<file path="config.mk">
export PLATFORM = sky130hd
export DESIGN_NAME = port9_io
export DESIGN_NICKNAME = d
export VERILOG_FILES = /design/src/shared/port9_pkg.sv /design/src/core/clock_pin_mux.sv /design/src/core/data_pin_mux.sv /design/src/core/port9_io.sv
export SDC_FILE = /design/constraint.sdc
export NUM_CORES = 1
export LEC_CHECK = 0
export BUFFER_PORTS_ARGS = -buffer_cell sky130_fd_sc_hd__buf_2
export CORE_MARGIN = 1
export CORE_UTILIZATION = 40
export DETAILED_ROUTE_END_ITERATION = 10
export HOLD_SLACK_MARGIN = 0.03
export PLACE_DENSITY = 0.71
export SLEW_MARGIN = 10
export SYNTH_ARGS = -nofsm -noshare
export SYNTH_HDL_FRONTEND = slang
export SYNTH_SLANG_ARGS = --single-unit
</file>
<file path="constraint.sdc">
create_clock -name core_clk -period 2.35 [get_ports core_clk]
set_input_delay 0.235 -clock core_clk [delete_from_list [all_inputs] [get_ports core_clk]]
set_output_delay 0.235 -clock core_clk [all_outputs]
set_load 0.02 [all_outputs]
</file>
<file path="src/shared/port9_pkg.sv">
// Constants shared by the six-pin port with serial pin sharing.
// Assumes a 32-bit Avalon-MM register bus with byte addresses.
`default_nettype none

package port9_pkg;

    // ------------------------------------------------------------------
    // Register indices and byte addresses
    // ------------------------------------------------------------------
    localparam logic [15:0] DIR_INDEX    = 16'hffd0;
    localparam logic [15:0] DATA_INDEX   = 16'hffd2;
    localparam logic [15:0] SERIAL_INDEX = 16'hffd4;
    localparam int          ADDR_W       = 18;
    localparam logic [17:0] DIR_ADDR     = {DIR_INDEX, 2'b00};
    localparam logic [17:0] DATA_ADDR    = {DATA_INDEX, 2'b00};
    localparam logic [17:0] SERIAL_ADDR  = {SERIAL_INDEX, 2'b00};

    // ------------------------------------------------------------------
    // Reset values and fixed read values
    // ------------------------------------------------------------------
    localparam logic [7:0]  PORT_RESET   = 8'hc0;
    localparam logic [7:0]  RSVD_MASK    = 8'hc0;
    localparam logic [7:0]  DIR_READ     = 8'hff;
    localparam logic [12:0] SERIAL_RESET = 13'h0000;
    localparam logic [31:0] UNMAPPED_READ = 32'h0000_0000;

    // ------------------------------------------------------------------
    // Serial configuration register field positions
    // ------------------------------------------------------------------
    localparam int CH0_CLK_EN0   = 0;
    localparam int CH0_CLK_EN1   = 1;
    localparam int CH0_SYNC_SEL  = 2;
    localparam int CH0_RX_ON     = 3;
    localparam int CH0_TX_ON     = 4;
    localparam int CH1_CLK_EN0   = 5;
    localparam int CH1_CLK_EN1   = 6;
    localparam int CH1_SYNC_SEL  = 7;
    localparam int CH1_RX_ON     = 8;
    localparam int CH1_TX_ON     = 9;
    localparam int SMARTCARD_SEL = 10;
    localparam int EXT_INTERRUPT_4_EN       = 11;
    localparam int EXT_INTERRUPT_5_EN       = 12;
    localparam int SERIAL_W      = 13;

endpackage

`default_nettype wire

</file>
<file path="src/core/clock_pin_mux.sv">
// Function selection for a pin shared with a serial clock.
// Assumes registered use of its outputs by the port top.
`default_nettype none
`timescale 1ns/10ps

module clock_pin_mux (
    input  wire logic clk_enable_bit1,
    input  wire logic clk_enable_bit0,
    input  wire logic sync_async_select,
    input  wire logic dir_bit,
    input  wire logic data_bit,
    input  wire logic clk_out,
    output logic      pin_drive,
    output logic      pin_enable,
    output logic      clk_in_sel
);

    // ------------------------------------------------------------------
    // Clock input beats clock output, which beats plain I/O.
    // ------------------------------------------------------------------
    always_comb begin
        clk_in_sel = clk_enable_bit1;
        if (clk_enable_bit1) begin
            pin_drive  = 1'b0;
            pin_enable = 1'b0;
        end else if (sync_async_select || clk_enable_bit0) begin
            pin_drive  = clk_out;
            pin_enable = 1'b1;
        end else begin
            pin_drive  = data_bit;
            pin_enable = dir_bit;
        end
    end

endmodule // clock_pin_mux

`default_nettype wire

</file>
<file path="src/core/data_pin_mux.sv">
// Function selection for a pin shared with serial receive or transmit.
// Assumes registered use of its outputs by the port top.
`default_nettype none
`timescale 1ns/10ps

module data_pin_mux (
    input  wire logic periph_in_sel,
    input  wire logic periph_out_sel,
    input  wire logic periph_out,
    input  wire logic periph_enable,
    input  wire logic dir_bit,
    input  wire logic data_bit,
    output logic      pin_drive,
    output logic      pin_enable
);

    // ------------------------------------------------------------------
    // A serial function takes the pin, else the direction bit decides.
    // ------------------------------------------------------------------
    always_comb begin
        if (periph_out_sel) begin
            pin_drive  = periph_out;
            pin_enable = periph_enable;
        end else if (periph_in_sel) begin
            pin_drive  = 1'b0;
            pin_enable = 1'b0;
        end else begin
            pin_drive  = data_bit;
            pin_enable = dir_bit;
        end
    end

endmodule // data_pin_mux

`default_nettype wire

</file>
<file path="src/core/port9_io.sv">
// Six-pin I/O port sharing pins with two serial channels and two
// external interrupt inputs, with Avalon-MM register access.
// Assumes pins and serial signals are synchronous to core_clk.
//
// Notes on behaviour
// [RL1] Eight-bit data register; pins set as outputs drive its bits.
// [RL2] Reading the port returns the data bit where direction is one.
// [RL3] Reading the port returns the pin level where direction is zero.
// [RL4] Data bits 7 and 6 cannot be written and read as one.
// [RL5] Data register loads c0 on reset and during hardware standby.
// [RL6] Data register holds its contents during software standby.
// [RL7] Pin 5: channel 1 clock input, else clock output, else plain I/O.
// [RL8] Pin 4: same clock selection using channel 0 bits.
// [RL9] Pin 3: channel 1 receive input when enabled, else plain I/O.
// [RL10] Pin 2: channel 0 receive input on smartcard or receive enable.
// [RL11] Pin 1: channel 1 transmit output when enabled, else plain I/O.
// [RL12] Pin 0: channel 0 transmit output on enable or smartcard.
// [RL13] Smartcard transmit on pin 0 is either driven or released.
// [RL14] As plain I/O, direction one means output, zero means input.
// [RL15] Direction register is write-only and reads as all ones.
// [RL16] Direction resets to c0, holds in software standby.
// [RL17] Interrupt inputs 5 and 4 follow only their enable bits.
`default_nettype none
`timescale 1ns/10ps

module port9_io (
    input  wire logic        core_clk,
    input  wire logic        sys_rst,
    input  wire logic        hw_standby,
    input  wire logic        sw_standby,
    input  wire logic [17:0] address,
    input  wire logic        read,
    input  wire logic        write,
    input  wire logic [31:0] writedata,
    input  wire logic [3:0]  byteenable,
    output logic      [31:0] readdata,
    output logic             waitrequest,
    input  wire logic [5:0]  pin_in,
    output logic      [5:0]  pin_out,
    output logic      [5:0]  pin_oe,
    input  wire logic        ch0_clk_out,
    input  wire logic        ch1_clk_out,
    input  wire logic        ch0_tx_data,
    input  wire logic        ch1_tx_data,
    input  wire logic        ch0_tx_drive,
    output logic             ch0_clk_in,
    output logic             ch1_clk_in,
    output logic             receive_line_0,
    output logic             receive_line_1,
    output logic             ext_interrupt_5_n,
    output logic             ext_interrupt_4_n
);

    // ------------------------------------------------------------------
    // Register state
    // ------------------------------------------------------------------
    logic [7:0]  port9_direction_reg;
    logic [7:0]  port9_direction_next;
    logic [7:0]  port9_output_reg;
    logic [7:0]  port9_output_next;
    logic [12:0] serial_cfg_reg;
    logic [12:0] serial_cfg_next;
    logic [31:0] readdata_reg;
    logic [31:0] readdata_next;
    logic        waitrequest_reg;
    logic        waitrequest_next;
    logic        wr_take;
    logic        rd_start;

    assign wr_take  = write && !waitrequest_reg && byteenable[0]
                      && !sw_standby;
    assign rd_start = read && waitrequest_reg;

    always_comb begin
        port9_direction_next = port9_direction_reg;
        port9_output_next    = port9_output_reg;
        serial_cfg_next      = serial_cfg_reg;
        readdata_next        = readdata_reg;
        waitrequest_next     = !((read || write) && waitrequest_reg);
        if (wr_take) begin
            case (address)
                port9_pkg::DIR_ADDR: begin
                    port9_direction_next = writedata[7:0]
                                           | port9_pkg::RSVD_MASK; // RL16
                end
                port9_pkg::DATA_ADDR: begin
                    port9_output_next = writedata[7:0]
                                        | port9_pkg::RSVD_MASK; // RL4
                end
                port9_pkg::SERIAL_ADDR: begin
                    serial_cfg_next = writedata[12:0];
                end
                default: begin
                    serial_cfg_next = serial_cfg_reg;
                end
            endcase
        end
        if (rd_start) begin
            case (address)
                port9_pkg::DIR_ADDR: begin
                    readdata_next = {24'h000000, port9_pkg::DIR_READ}; // RL15
                end
                port9_pkg::DATA_ADDR: begin
                    readdata_next = {24'h000000, port9_pkg::RSVD_MASK[7:6],
                        (port9_direction_reg[5:0] & port9_output_reg[5:0])
                        | (~port9_direction_reg[5:0] & pin_in)}; // RL2 RL3
                end
                port9_pkg::SERIAL_ADDR: begin
                    readdata_next = {19'h00000, serial_cfg_reg};
                end
                default: begin
                    readdata_next = port9_pkg::UNMAPPED_READ;
                end
            endcase
        end
        if (hw_standby) begin
            port9_direction_next = port9_pkg::PORT_RESET; // RL16
            port9_output_next    = port9_pkg::PORT_RESET; // RL5
        end
    end

    always_ff @(posedge core_clk) begin
        if (sys_rst) begin
            port9_direction_reg <= port9_pkg::PORT_RESET; // RL16
            port9_output_reg    <= port9_pkg::PORT_RESET; // RL5
            serial_cfg_reg      <= port9_pkg::SERIAL_RESET;
            readdata_reg        <= 32'h0000_0000;
            waitrequest_reg     <= 1'b1;
        end else begin
            port9_direction_reg <= port9_direction_next;
            port9_output_reg    <= port9_output_next; // RL6
            serial_cfg_reg      <= serial_cfg_next;
            readdata_reg        <= readdata_next;
            waitrequest_reg     <= waitrequest_next;
        end
    end

    assign readdata    = readdata_reg;
    assign waitrequest = waitrequest_reg;

    // ------------------------------------------------------------------
    // Pin function selection
    // ------------------------------------------------------------------
    logic [5:0] mux_drive;
    logic [5:0] mux_enable;
    logic       clk1_sel;
    logic       clk0_sel;
    logic       rx0_sel;
    logic       tx0_sel;
    logic       smart;

    assign smart   = serial_cfg_reg[port9_pkg::SMARTCARD_SEL];
    assign rx0_sel = smart || serial_cfg_reg[port9_pkg::CH0_RX_ON];
    assign tx0_sel = smart || serial_cfg_reg[port9_pkg::CH0_TX_ON];

    clock_pin_mux pin5_mux ( // RL7
        .clk_enable_bit1   (serial_cfg_reg[port9_pkg::CH1_CLK_EN1]),
        .clk_enable_bit0   (serial_cfg_reg[port9_pkg::CH1_CLK_EN0]),
        .sync_async_select (serial_cfg_reg[port9_pkg::CH1_SYNC_SEL]),
        .dir_bit           (port9_direction_reg[5]),
        .data_bit          (port9_output_reg[5]),
        .clk_out           (ch1_clk_out),
        .pin_drive         (mux_drive[5]),
        .pin_enable        (mux_enable[5]),
        .clk_in_sel        (clk1_sel)
    );

    clock_pin_mux pin4_mux ( // RL8
        .clk_enable_bit1   (serial_cfg_reg[port9_pkg::CH0_CLK_EN1]),
        .clk_enable_bit0   (serial_cfg_reg[port9_pkg::CH0_CLK_EN0]),
        .sync_async_select (serial_cfg_reg[port9_pkg::CH0_SYNC_SEL]),
        .dir_bit           (port9_direction_reg[4]),
        .data_bit          (port9_output_reg[4]),
        .clk_out           (ch0_clk_out),
        .pin_drive         (mux_drive[4]),
        .pin_enable        (mux_enable[4]),
        .clk_in_sel        (clk0_sel)
    );

    data_pin_mux pin3_mux ( // RL9
        .periph_in_sel  (serial_cfg_reg[port9_pkg::CH1_RX_ON]),
        .periph_out_sel (1'b0),
        .periph_out     (1'b0),
        .periph_enable  (1'b0),
        .dir_bit        (port9_direction_reg[3]),
        .data_bit       (port9_output_reg[3]),
        .pin_drive      (mux_drive[3]),
        .pin_enable     (mux_enable[3])
    );

    data_pin_mux pin2_mux ( // RL10
        .periph_in_sel  (rx0_sel),
        .periph_out_sel (1'b0),
        .periph_out     (1'b0),
        .periph_enable  (1'b0),
        .dir_bit        (port9_direction_reg[2]),
        .data_bit       (port9_output_reg[2]),
        .pin_drive      (mux_drive[2]),
        .pin_enable     (mux_enable[2])
    );

    data_pin_mux pin1_mux ( // RL11
        .periph_in_sel  (1'b0),
        .periph_out_sel (serial_cfg_reg[port9_pkg::CH1_TX_ON]),
        .periph_out     (ch1_tx_data),
        .periph_enable  (1'b1),
        .dir_bit        (port9_direction_reg[1]),
        .data_bit       (port9_output_reg[1]),
        .pin_drive      (mux_drive[1]),
        .pin_enable     (mux_enable[1])
    );

    data_pin_mux pin0_mux ( // RL12
        .periph_in_sel  (1'b0),
        .periph_out_sel (tx0_sel),
        .periph_out     (ch0_tx_data),
        .periph_enable  (!smart || ch0_tx_drive), // RL13
        .dir_bit        (port9_direction_reg[0]),
        .data_bit       (port9_output_reg[0]),
        .pin_drive      (mux_drive[0]),
        .pin_enable     (mux_enable[0])
    );

    // ------------------------------------------------------------------
    // Registered pin and serial side outputs
    // ------------------------------------------------------------------
    logic [5:0] pin_out_reg;
    logic [5:0] pin_out_next;
    logic [5:0] pin_oe_reg;
    logic [5:0] pin_oe_next;
    logic [5:0] side_reg;
    logic [5:0] side_next;

    always_comb begin
        pin_out_next = mux_drive; // RL1
        pin_oe_next  = hw_standby ? 6'h00 : mux_enable; // RL14
        side_next[0] = clk0_sel ? pin_in[4] : 1'b0;
        side_next[1] = clk1_sel ? pin_in[5] : 1'b0;
        side_next[2] = rx0_sel ? pin_in[2] : 1'b1;
        side_next[3] = serial_cfg_reg[port9_pkg::CH1_RX_ON] ? pin_in[3]
                                                              : 1'b1;
        side_next[4] = serial_cfg_reg[port9_pkg::EXT_INTERRUPT_5_EN] ? pin_in[5]
                                                            : 1'b1; // RL17
        side_next[5] = serial_cfg_reg[port9_pkg::EXT_INTERRUPT_4_EN] ? pin_in[4]
                                                            : 1'b1; // RL17
    end

    always_ff @(posedge core_clk) begin
        if (sys_rst) begin
            pin_out_reg <= 6'h00;
            pin_oe_reg  <= 6'h00;
            side_reg    <= 6'h3c;
        end else begin
            pin_out_reg <= pin_out_next;
            pin_oe_reg  <= pin_oe_next;
            side_reg    <= side_next;
        end
    end

    assign pin_out           = pin_out_reg;
    assign pin_oe            = pin_oe_reg;
    assign ch0_clk_in        = side_reg[0];
    assign ch1_clk_in        = side_reg[1];
    assign receive_line_0    = side_reg[2];
    assign receive_line_1    = side_reg[3];
    assign ext_interrupt_5_n = side_reg[4];
    assign ext_interrupt_4_n = side_reg[5];
endmodule // port9_io

`default_nettype wire

</file>
==> results of run 1 <==
==> through the flow <==
step | power (uW) | instances | instance area, um2 | hold WS (ns)
after detailed placement | 1170 | 431 | 2880 | 0.416
after CTS | 1910 | 447 | 3040 | 0.0961
final | 1900 | 447 | 3040 | 0.110
after floorplan | 1120 | 312 | 2610 | 0.334
after global placement | 1170 | 431 | 2880 | 0.416
after global routing | 1980 | 447 | 3040 | 0.107
==> power breakdown <==
group	switching [uW]	internal, uW	leakage (uW)
clock network	372	376	0.0000839
registers	6.14	977	0.000461
logic	117	54.4	0.000683
total	495	1410	0.00123
==> cells by family after synthesis <==
kind of cell | Yosys count | share of synthesized area
other | 1 | 0.00148
DFF | 57 | 0.450
muxes | 9 | 0.0355
and+or+nand+nor | 96 | 0.234
AOI/OAI and AO/OA | 89 | 0.178
buffers and inverters | 42 | 0.101
==> layout make-up <==
cell class	count	area [um2]	share of cell area
Sequential cell	57	1140	0.376
Timing Repair Buffer	84	430	0.142
Inverter	2	7.51	0.00247
Clock buffer	12	135	0.0445
Multi-Input combinational cell	213	1210	0.398
Tap cell	75	93.8	0.0309
Clock inverter	4	20.0	0.00660
==> placed cells by master, fill, tap and decap left out, types with 3 or more instances in the layout <==
cell / synthesis / final
buf_4: 22 / 4
nand4_1: 20 / 20
nand3_1: 22 / 22
o21ai_0: 25 / 25
clkbuf_8: 0 / 9
mux2i_1: 9 / 9
clkbuf_1: 7 / 3
nor3_1: 6 / 6
and3_1: 3 / 3
conb_1: 1 / 19
nand2_1: 11 / 11
o21ai_1: 9 / 9
nor2_1: 14 / 14
clkinv_2: 0 / 4
dfxtp_1: 57 / 57
nor3b_1: 3 / 3
a21oi_1: 53 / 53
buf_2: 6 / 80
==> routing by layer <==
metal  vias to the layer above  global-route usage
met5                         -                   0
met4                         0              0.0684
li1                       1175                   -
met2                        94               0.346
met1                      1162               0.261
met3                         9              0.0511
==> cell usage after synthesis <==
master / count
a21oi_1: 53
and2_1: 2
and3_1: 3
and4_1: 2
and4b_1: 1
and4bb_2: 1
buf_1: 3
buf_2: 6
buf_4: 22
buf_6: 1
clkbuf_1: 7
clkbuf_2: 1
conb_1: 1
dfxtp_1: 57
inv_1: 2
mux2i_1: 9
nand2_1: 11
nand2b_1: 1
nand3_1: 22
nand4_1: 20
nand4_4: 1
nand4b_2: 1
nor2_1: 14
nor2_2: 1
nor3_1: 6
nor3b_1: 3
nor4_4: 2
nor4b_1: 2
nor4b_2: 1
o211ai_1: 1
o21ai_0: 25
o21ai_1: 9
o21ai_2: 1
or2_2: 1
or4_4: 1
==> path summary, 6_finish.rpt <==
kind                            depth (start not counted)                 to                from
worst min-delay path                                    2        waitrequest               write
worst max register to register                          5  serial_cfg_reg[0]         waitrequest
worst max-delay path                                    5  serial_cfg_reg[0]         waitrequest
worst min register to register                          1        side_reg[5]  serial_cfg_reg[11]
==> summary.md, run 1 <==
| Metric | Value |
|---|---|
| Status | complete, no violations |
| Post-route ant nets | 0 |
| Cell Chain, Critical Path | and4bb_2, and3_1, buf_4, nand4_1, a21oi_1 |
| Required @ worst endpoint | 2.60 ns |
| Final hold violations | 0 |
| Fmax | 690 MHz |
| Unrepaired setup endpoints after global routing | false |
| Drt wl/cell | 15.0 um |
| Hpwl dp | 4730 um |
| Startpoint Class | flop |
| Die area | 6670 um2 |
| Gr usage total | 0.208 |
| Relative slew margins | 0.585 |
| RePlAce Congestion | 0.803 |
| Final setup viols | 0 |
| H-tree Lvls | 3 |
| Critical Path End Type | flop |
| 1st-iter DRT viols | 201 |
| Buffers added on ports | 80 |
| Total wire length | 6700 um |
| Max-cap viol count | 0 |
| Ports | 122 |
| Post-synth top area share | 0.450 |
| Clock Tree Root | clkbuf_8 |
| Seq cells post-synth | 57 |
| Clock buffer depth | 2 |
| Placement Rows | 28 |
| Met2 WL | 3200 um |
| Worst clock skew | 0.00939 ns |
| Sequential-to-total area share from yosys stat | 0.450 |
| Count of mapped cells out of synthesis | 294 |
| Initial antenna violation count | 0 |
| TritonCTS clock tree | built |
| Slew @ Worst Pin | 0.622 ns |
| Vias/cell | 5.46 |
| Type of the worst setup path | reg -> reg |
| Die width | 81.6 um |
| Area contributors post-synth | dfxtp_1, a21oi_1, buf_4, nand4_1, o21ai_0 |
| Tcrit/Tclk final | 0.617 |
| Via count | 2440 |
| Hold_buf cts | 0 |
| Fill cells | 603 |
| Clk_lat worst skew | 0.34 ns |
| Met1 Routed Length | 3070 um |
| Slowest-stage cell, CP | dfxtp_1 |
| Drt first pass iters | 4 |
| Post-synth cell types | 35 |
| CTS Buf Count | 9 |
| Proportion of layout cells with a drive suffix above 1 | 0.288 |
| DR DRC count | 0 |
| Peak supply drop | 0.000349 V |
| Fin Setup TNS | 0 ns |
| Setup WS post-layout | 0.901 ns |
| Largest area contributor in the netlist | dfxtp_1 |
| Setup Buffers After CTS | 0 |
| CP max FO | 25 |
| Max Slew Vio Count | 0 |
| Final #Nets | 438 |
| Initial core utilization | 0.421 |
| Synth Area per Inst | 8.63 um2 |
| CTS-repair resized insts | 0 |
| Hold crit path type | in -> reg |
| Chip height | 81.6 um |
| Max Used Layer | met4 |
| Crit path largest cell delay | 0.34 ns |
| Worst-path clk slew | 0.06 ns |
| WP buf/inv | 1 |
| Mapped cell area | 2540 um2 |
| CP arrival | 1.70 ns |
| Min cycle time layout | 1.45 ns |
| ANT cells | 0 |
| Delay-heaviest family, CP | simple AND/OR/NAND/NOR gates |
| Core area | 6030 um2 |
| Leakage | 0.00123 uW |
| Warnings, synthesis | 0 |
| Met3 wire length | 359 um |
| Remaining global-route overflow | 0 |
| Pre-CTS setup slack | 0.585 ns |
| Final core occ | 0.504 |
| Flop2flop setup slack | 0.90 ns |
| Cell Pwr Density | 626 nW/um2 |
| Clock Sinks | 57 |
| First-pass GRT wire length | 10300 um |
| Number of global-route vias before repair | 2188 |
| Area grow syn2layout | 19.6% |
| Largest net degree at the start of global routing | 31 |
No activity file was read; power rests on OpenSTA's default activity.
==> run 2, diff against run 1 <==
--- a/config.mk
+++ b/config.mk
@@ -5,6 +5,7 @@
 export SDC_FILE = /design/constraint.sdc
 export NUM_CORES = 1
 export LEC_CHECK = 0
+export ABC_AREA = 1
 export BUFFER_PORTS_ARGS = -buffer_cell sky130_fd_sc_hd__buf_2
 export CORE_MARGIN = 1
 export CORE_UTILIZATION = 40
==> constraint.sdc (replaced) <==
create_clock -name core_clk -period 1.45 [get_ports core_clk]
set_input_delay 0.145 -clock core_clk [delete_from_list [all_inputs] [get_ports core_clk]]
set_output_delay 0.145 -clock core_clk [all_outputs]
set_load 0.02 [all_outputs]
==> summary.md, run 2 <==
| Metric | Value |
|---|---|
| Largest area contributor in the netlist | dfxtp_1 |
| Ports | 122 (unchanged) |
| Placement Rows | 28 (unchanged) |
| Simple logic cell fraction of the synthesized area | 0.292 (+0.0578) |
| Top cells by count, synth | dfxtp_1, nand2_1, nor2_1 |
| Clock buffer depth | 2 (unchanged) |
| Leakage | 0.00151 uW (+23%) |
| Commonest non-fill, non-tap cell in the layout | buf_2 |
| Proportion of layout cells with a drive suffix above 1 | 0.285 (-0.00225) |
| Final Hold Slack | 0.0405 ns (-0.0695 ns) |
| Max-cap viol count | 0 (unchanged) |
| Final setup viols | 0 (unchanged) |
| Post-synth top area share | 0.448 (-0.00133) |
| Crit path largest cell delay | 0.52 ns (+0.18 ns) |
| Unrepaired setup endpoints after global routing | true |
| Remaining global-route overflow | 0 (unchanged) |
| Die area | 6690 um2 (+0.29%) |
| Logic pwr share | 0.080 (-0.010) |
| Final #Nets | 499 (+14%) |
| Delay-heaviest family, CP | buffers and inverters |
| Vias/cell | 4.75 (-13%) |
| Chip height | 81.8 um (+0.15%) |
| Worst Hold End | waitrequest |
| Required @ worst endpoint | 1.66 ns (-0.94 ns) |
| Hpwl dp | 4750 um (+0.22%) |
| Worst clock skew | 0.00838 ns (-0.00100 ns) |
| Placed cell count | 488 (+13%) |
| Post-synth cell types | 30 (-14%) |
| Via count | 2401 (-1.6%) |
| Count of mapped cells out of synthesis | 334 (+14%) |
| DR DRC count | 0 (unchanged) |
| Switching share of power | 0.243 (-0.0172) |
| Compound-Gate Fraction of Synth Area | 0.129 (-0.0487) |
| Number of global-route vias before repair | 2124 (-2.9%) |
| Power Total | 3090 uW (+63%) |
| Die width | 81.8 um (+0.15%) |
| Buffers added on ports | 80 (unchanged) |
| First-pass GRT wire length | 9900 um (-3.9%) |
| Crit path from | write |
| Fmax | 699 MHz |
| Initial antenna violation count | 0 (unchanged) |
| Drt wl/cell | 12.4 um (-17%) |
| Mapped cell area | 2540 um2 (+0.30%) |
| Cell Chain, Critical Path | dlygate4sd3_1, buf_2, nand3_1, inv_1, nand3b_2, o21ai_0, a21oi_1 |
| Clock Tree Root | clkbuf_8 |
| Synth Area per Inst | 7.62 um2 (-12%) |
| Post-synth EDFFs | 0 (unchanged) |
| Final hold violations | 0 (unchanged) |
| Gr usage total | 0.203 (-0.00493) |
| Fill cells | 620 (+2.8%) |
| Asr flop ratio synth | 0 (unchanged) |
| Worst path depth | 7 (+2) |
| Type of the worst setup path | in -> reg |
| Initial core utilization | 0.422 (+0.00125) |
| Clock Power Share | 0.413 (+0.020) |
| TritonCTS clock tree | built |
| Post-Layout Cell Count | 506 (+13%) |
| Startpoint Class | primary input |
| Register area | 1140 um2 (unchanged) |
| Multi-input logic area | 1150 um2 (-4.9%) |
| Min cycle time layout | 1.43 ns |
| CP arrival | 1.64 ns (-0.06 ns) |
| Synth Area in XOR/XNOR | 0 (unchanged) |
| Seq cells post-synth | 57 (unchanged) |
| Area contributors post-synth | dfxtp_1, nand2_1, buf_4, nand3_1, o21ai_0 |
| Total wire length | 6270 um (-6.5%) |
| Internal Power | 2340 uW (+66%) |
| WP buf/inv | 3 (+2) |
| Worst min-delay path startpoint | read |
| Post-synthesis adder-cell area fraction | 0 (unchanged) |
| RePlAce Congestion | 0.846 (+5.3%) |
| Cell Pwr Density | 966 nW/um2 (+54%) |
| Largest net degree at the start of global routing | 24 (-23%) |
| Hold crit path type | in -> reg |
| R2R cell count | 6 (+1) |
| Peak supply drop | 0.000550 V (+58%) |
| ANT cells | 0 (unchanged) |
| Worst-path clk slew | 0.06 ns (about the same) |
| Core area | 6030 um2 (unchanged) |
| CTS Buf Count | 9 (unchanged) |
| R2R Path Start | waitrequest |
| Critical Path End Type | flop |
| Ys flop type | dfxtp_1 |
| Post-route ant nets | 0 (unchanged) |
| Flop2flop setup slack | 0.05 ns (-0.85 ns) |
| H-tree Lvls | 3 (unchanged) |
| Most frequent cells in the layout | buf_2, dfxtp_1, nand2_1 |
| 1st-iter DRT viols | 137 (-32%) |
| RR Endpoint | port9_direction_reg[2] |
| Slowest-stage cell, CP | dlygate4sd3_1 |
| Clock Sinks | 57 (unchanged) |
| CP max FO | 12 (-52%) |
| Warnings, synthesis | 0 (unchanged) |
| Clk_lat worst skew | 0.33 ns (about the same) |
| Combinational family with the most area after synthesis | simple AND/OR/NAND/NOR gates |
| Tcrit/Tclk final | 0.986 |
| Sequential power share | 0.507 (-0.010) |
| Max Slew Vio Count | 0 (unchanged) |
| Switching power total | 751 uW (+52%) |
| WHS Path Cells | 2 (unchanged) |
| Multiplexer share of the synthesized area | 0 (-0.0355) |
| Drt first pass iters | 4 (unchanged) |
| Most common cell in the netlist | dfxtp_1 |
| Status | complete, no violations |
| Area grow syn2layout | 25.9% |
| Sequential-to-total area share from yosys stat | 0.448 (-0.00133) |
[run 2: how the worst max path moves through the flow]
stage / endpoint / slack (ns)
floorplan: port9_direction_reg[3] / 0.07
global placement: port9_direction_reg[0] / 0.03
detailed placement: port9_direction_reg[2] / -0.06
CTS: serial_cfg_reg[8] / 0.01
global route: port9_direction_reg[2] / -0.05
finish: port9_direction_reg[2] / 0.02
[run 2: per-stage QoR]
step / TNS, ns / utilization / cell area [um2] / worst slack, ns
after CTS: 0 / 0.531 / 3200 / 0.0120
after global routing: -0.177 / 0.532 / 3200 / -0.0515
after detailed placement: -0.166 / 0.496 / 2990 / -0.0587
after floorplan: 0 / - / 2610 / 0.0749
after global placement: 0 / 0.496 / 2990 / 0.0329
final: 0 / 0.532 / 3200 / 0.0200
[run 2: per-layer routing]
layer  wire length, um  share of wire  vias to the layer above  GRT usage
met1              2840           0.45                     1054      0.256
li1                  -              -                     1241          -
met5                 0              0                        -          0
met4                93          0.015                        0     0.0912
met2              2890           0.46                       98      0.316
met3               446          0.071                        8     0.0611
[run 2: logic make-up (layout without fill, tap and decap cells)]
logic type	count (synthesis)	count (layout)
AO/OA/AOI/OAI	60	60
buffers and inverters	64	143
flip-flops	57	57
other	1	19
AND/OR/NAND/NOR	152	152
[run 2: power groups by stage]
stage | Combinational [uW] | Clock (uW) | Sequential [uW]
after floorplan | 161 | 0 | 1610
after global placement | 234 | 0 | 1600
after detailed placement | 236 | 0 | 1600
after CTS | 246 | 1300 | 1570
after global routing | 275 | 1370 | 1570
final | 247 | 1280 | 1570
[run 2: cell type report]
cell class	instances	area share
clock buffer	11	0.0473
clock inverter	3	0.00547
inverter	34	0.0398
multi-input combinational	231	0.359
sequential	57	0.356
tap	75	0.0293
timing repair buffer	95	0.163
[run 2: timing repair]
action,CTS,global route
hold buffers,4,0
buffers inserted,0,0
setup endpoints to repair,0,18
hold endpoints to repair,4,0
gates resized for setup,0,1
[run 2: worst reg2reg max path: stages (launching register included)]
cell and delay, ns:
dfxtp_1 0.32, nor2_1 0.10, nand3_1 0.12, inv_1 0.16, nand3b_2 0.25, o21ai_0 0.28
a21oi_1 0.06
==> run 3, diff against run 2 <==
--- a/config.mk
+++ b/config.mk
@@ -5,13 +5,12 @@
 export SDC_FILE = /design/constraint.sdc
 export NUM_CORES = 1
 export LEC_CHECK = 0
-export ABC_AREA = 1
 export BUFFER_PORTS_ARGS = -buffer_cell sky130_fd_sc_hd__buf_2
 export CORE_MARGIN = 1
-export CORE_UTILIZATION = 40
+export CORE_UTILIZATION = 46
 export DETAILED_ROUTE_END_ITERATION = 10
 export HOLD_SLACK_MARGIN = 0.03
-export PLACE_DENSITY = 0.71
+export PLACE_DENSITY = 0.8
 export SLEW_MARGIN = 10
 export SYNTH_ARGS = -nofsm -noshare
 export SYNTH_HDL_FRONTEND = slang
==> summary.md, run 3 (synthesized netlist as in run 1, its figures left out) <==
| Metric | Value |
|---|---|
| Worst Hold End | side_reg[2] |
| Sequential power share | 0.499 (-0.008) |
| Setup WS post-layout | 0.00435 ns (-0.0156 ns) |
| CP max FO | 12 (unchanged) |
| Hold crit path type | in -> reg |
| R2R Path Start | waitrequest |
| Crit path from | write |
| Placement Rows | 26 (-7.1%) |
| R2R cell count | 5 (-1) |
| Clock Sinks | 57 (unchanged) |
| TritonCTS clock tree | built |
| Delay-heaviest family, CP | buffers and inverters |
| Peak supply drop | 0.000492 V (-11%) |
| Switching power total | 798 uW (+6.2%) |
| Met2 WL | 3140 um (+8.7%) |
| Max-cap viol count | 0 (unchanged) |
| Critical Path End Type | flop |
| Final setup viols | 0 (unchanged) |
| Fmax | 692 MHz (-1.1%) |
| RR Endpoint | serial_cfg_reg[2] |
| Final hold violations | 0 (unchanged) |
| ANT cells | 0 (unchanged) |
| Met1 Routed Length | 2810 um (-0.88%) |
| First-pass GRT wire length | 10400 um (+4.9%) |
| Flop2flop setup slack | 0.07 ns (+0.02 ns) |
| Proportion of layout cells with a drive suffix above 1 | 0.312 (+0.0261) |
| Initial antenna violation count | 0 (unchanged) |
| Crit path largest cell delay | 0.52 ns (about the same) |
| WP buf/inv | 3 (unchanged) |
| Max Used Layer | met4 |
| CP arrival | 1.70 ns (+0.06 ns) |
| CTS Buf Count | 9 (unchanged) |
| Ports | 122 (unchanged) |
| Slowest-stage cell, CP | dlygate4sd3_1 |
| Remaining global-route overflow | 0 (unchanged) |
| Largest net degree at the start of global routing | 30 (+25%) |
| Clock buffer depth | 2 (unchanged) |
| Area grow syn2layout | 26.1% |
| Clk_lat worst skew | 0.33 ns (about the same) |
| Hpwl dp | 4550 um (-4.1%) |
| Drt wl/cell | 14.7 um (+19%) |
| Die width | 76.3 um (-6.7%) |
| Fin Setup TNS | 0 ns (unchanged) |
| Setup Buffers After CTS | 0 (unchanged) |
| Final #Nets | 448 (-10%) |
| Gr usage total | 0.230 (+0.0272) |
| Switching share of power | 0.250 (+0.00725) |
| Type of the worst setup path | in -> reg |
| Cell Chain, Critical Path | dlygate4sd3_1, buf_2, and4bb_2, and3_4, clkbuf_16, nand4_1, a21oi_1 |
| Cell Pwr Density | 997 nW/um2 (+3.2%) |
| Buffers added on ports | 80 (unchanged) |
| 1st-iter DRT viols | 251 (+83%) |
| Startpoint Class | primary input |
| Chip height | 76.3 um (-6.7%) |
| WHS Path Cells | 3 (+1) |
| Clock Power Share | 0.408 (-0.005) |
| Worst-path clk slew | 0.06 ns (about the same) |
| H-tree Lvls | 3 (unchanged) |
| Pre-CTS setup slack | 0.0105 ns (+0.0693 ns) |
| Core area | 5200 um2 (-14%) |
| Drt first pass iters | 5 (+1) |
| Via count | 2495 (+3.9%) |
| RePlAce Congestion | 0.822 (-2.8%) |
| DR DRC count | 0 (unchanged) |
| Placed inst area | 2960 um2 (-0.84%) |
| Internal Power | 2390 uW (+2.1%) |
| Required @ worst endpoint | 1.71 ns (+0.05 ns) |
| Fin area | 3200 um2 (-0.12%) |
| Clock Tree Root | clkbuf_8 |
| Min cycle time layout | 1.45 ns (+0.0156 ns) |
| Status | complete, no violations |
| Total wire length | 6640 um (+5.9%) |
| Initial core utilization | 0.488 (+0.0652) |
| Vias/cell | 5.52 (+16%) |
| Worst clock skew | 0.00545 ns (-0.00294 ns) |
| Die area | 5820 um2 (-13%) |
| Most frequent cells in the layout | buf_2, dfxtp_1, a21oi_1 |
| Number of global-route vias before repair | 2123 (-0.047%) |
| Logic pwr share | 0.093 (+0.013) |
| Post-route ant nets | 0 (unchanged) |
| Power Total | 3190 uW (+3.1%) |
| Max Slew Vio Count | 0 (unchanged) |
| Tcrit/Tclk final | 0.997 (+0.0108) |
| Commonest non-fill, non-tap cell in the layout | buf_2 |
| Worst min-delay path startpoint | pin_in[2] |
| Met3 wire length | 564 um (+26%) |
| Leakage | 0.00130 uW (-14%) |
[run 3: cell count changes in the layout (fill, tap and decap cells not counted), sizes merged, moves of 16 or more]
cell,previous run,this run
nand2,53,11
inv,34,2
a21oi,25,53
nor2,41,15
nand4,2,21
nor3,22,6
[run 3: area by class of cell]
type                            count  area, um2
Multi-Input combinational cell    213       1220
Clock inverter                      3       15.0
Clock buffer                       13        159
Fill cell                         468       2010
Sequential cell                    57       1140
Inverter                            2       7.51
Timing Repair Buffer               94        569
Tap cell                           70       87.6
[run 3: through the flow]
step | utilization | hold slack (ns) | std cells
finish | 0.615 | 0.0375 | 452
global route | 0.615 | 0.0440 | 452
CTS | 0.607 | 0.0300 | 451
detailed placement | 0.569 | 0.361 | 433
global placement | 0.569 | 0.357 | 433
floorplan | - | 0.244 | 312
[run 3: power by group through the flow]
stage          Clock (uW)  Sequential [uW]  Combinational [uW]
4_1_cts              1310             1590                 294
6_report             1300             1590                 296
2_1_floorplan           0             1650                 176
5_1_grt              1400             1590                 323
3_5_place_dp            0             1630                 288
3_3_place_gp            0             1630                 285
[run 3: routing by layer]
layer	vias up	global-route usage
met1	1155	0.300
met2	132	0.356
met5	-	0
met3	14	0.0623
met4	0	0.0962
li1	1194	-
[run 3: worst max path at each step]
stage	end	cells after the start	slack [ns]
after detailed placement	port9_direction_reg[1]	5	0.01
after CTS	serial_cfg_reg[3]	7	0.03
final	serial_cfg_reg[2]	7	0.004
after floorplan	serial_cfg_reg[0]	6	0.04
after global routing	serial_cfg_reg[2]	7	-0.01
after global placement	port9_direction_reg[4]	5	0.03
[run 3: what timing repair did]
item,CTS,global route
hold buffers,2,0
resized for setup,0,6
setup endpoints to repair,0,11
hold endpoints to repair,2,0
[run 3: tightest hold or removal path: cells and delay by family]
| kind | cells | cell delay [ns] |
|---|---|---|
| AND/OR/NAND/NOR | 1 | 0.04 |
| buffers and inverters | 1 | 0.09 |
| AO/OA/AOI/OAI | 1 | 0.06 |
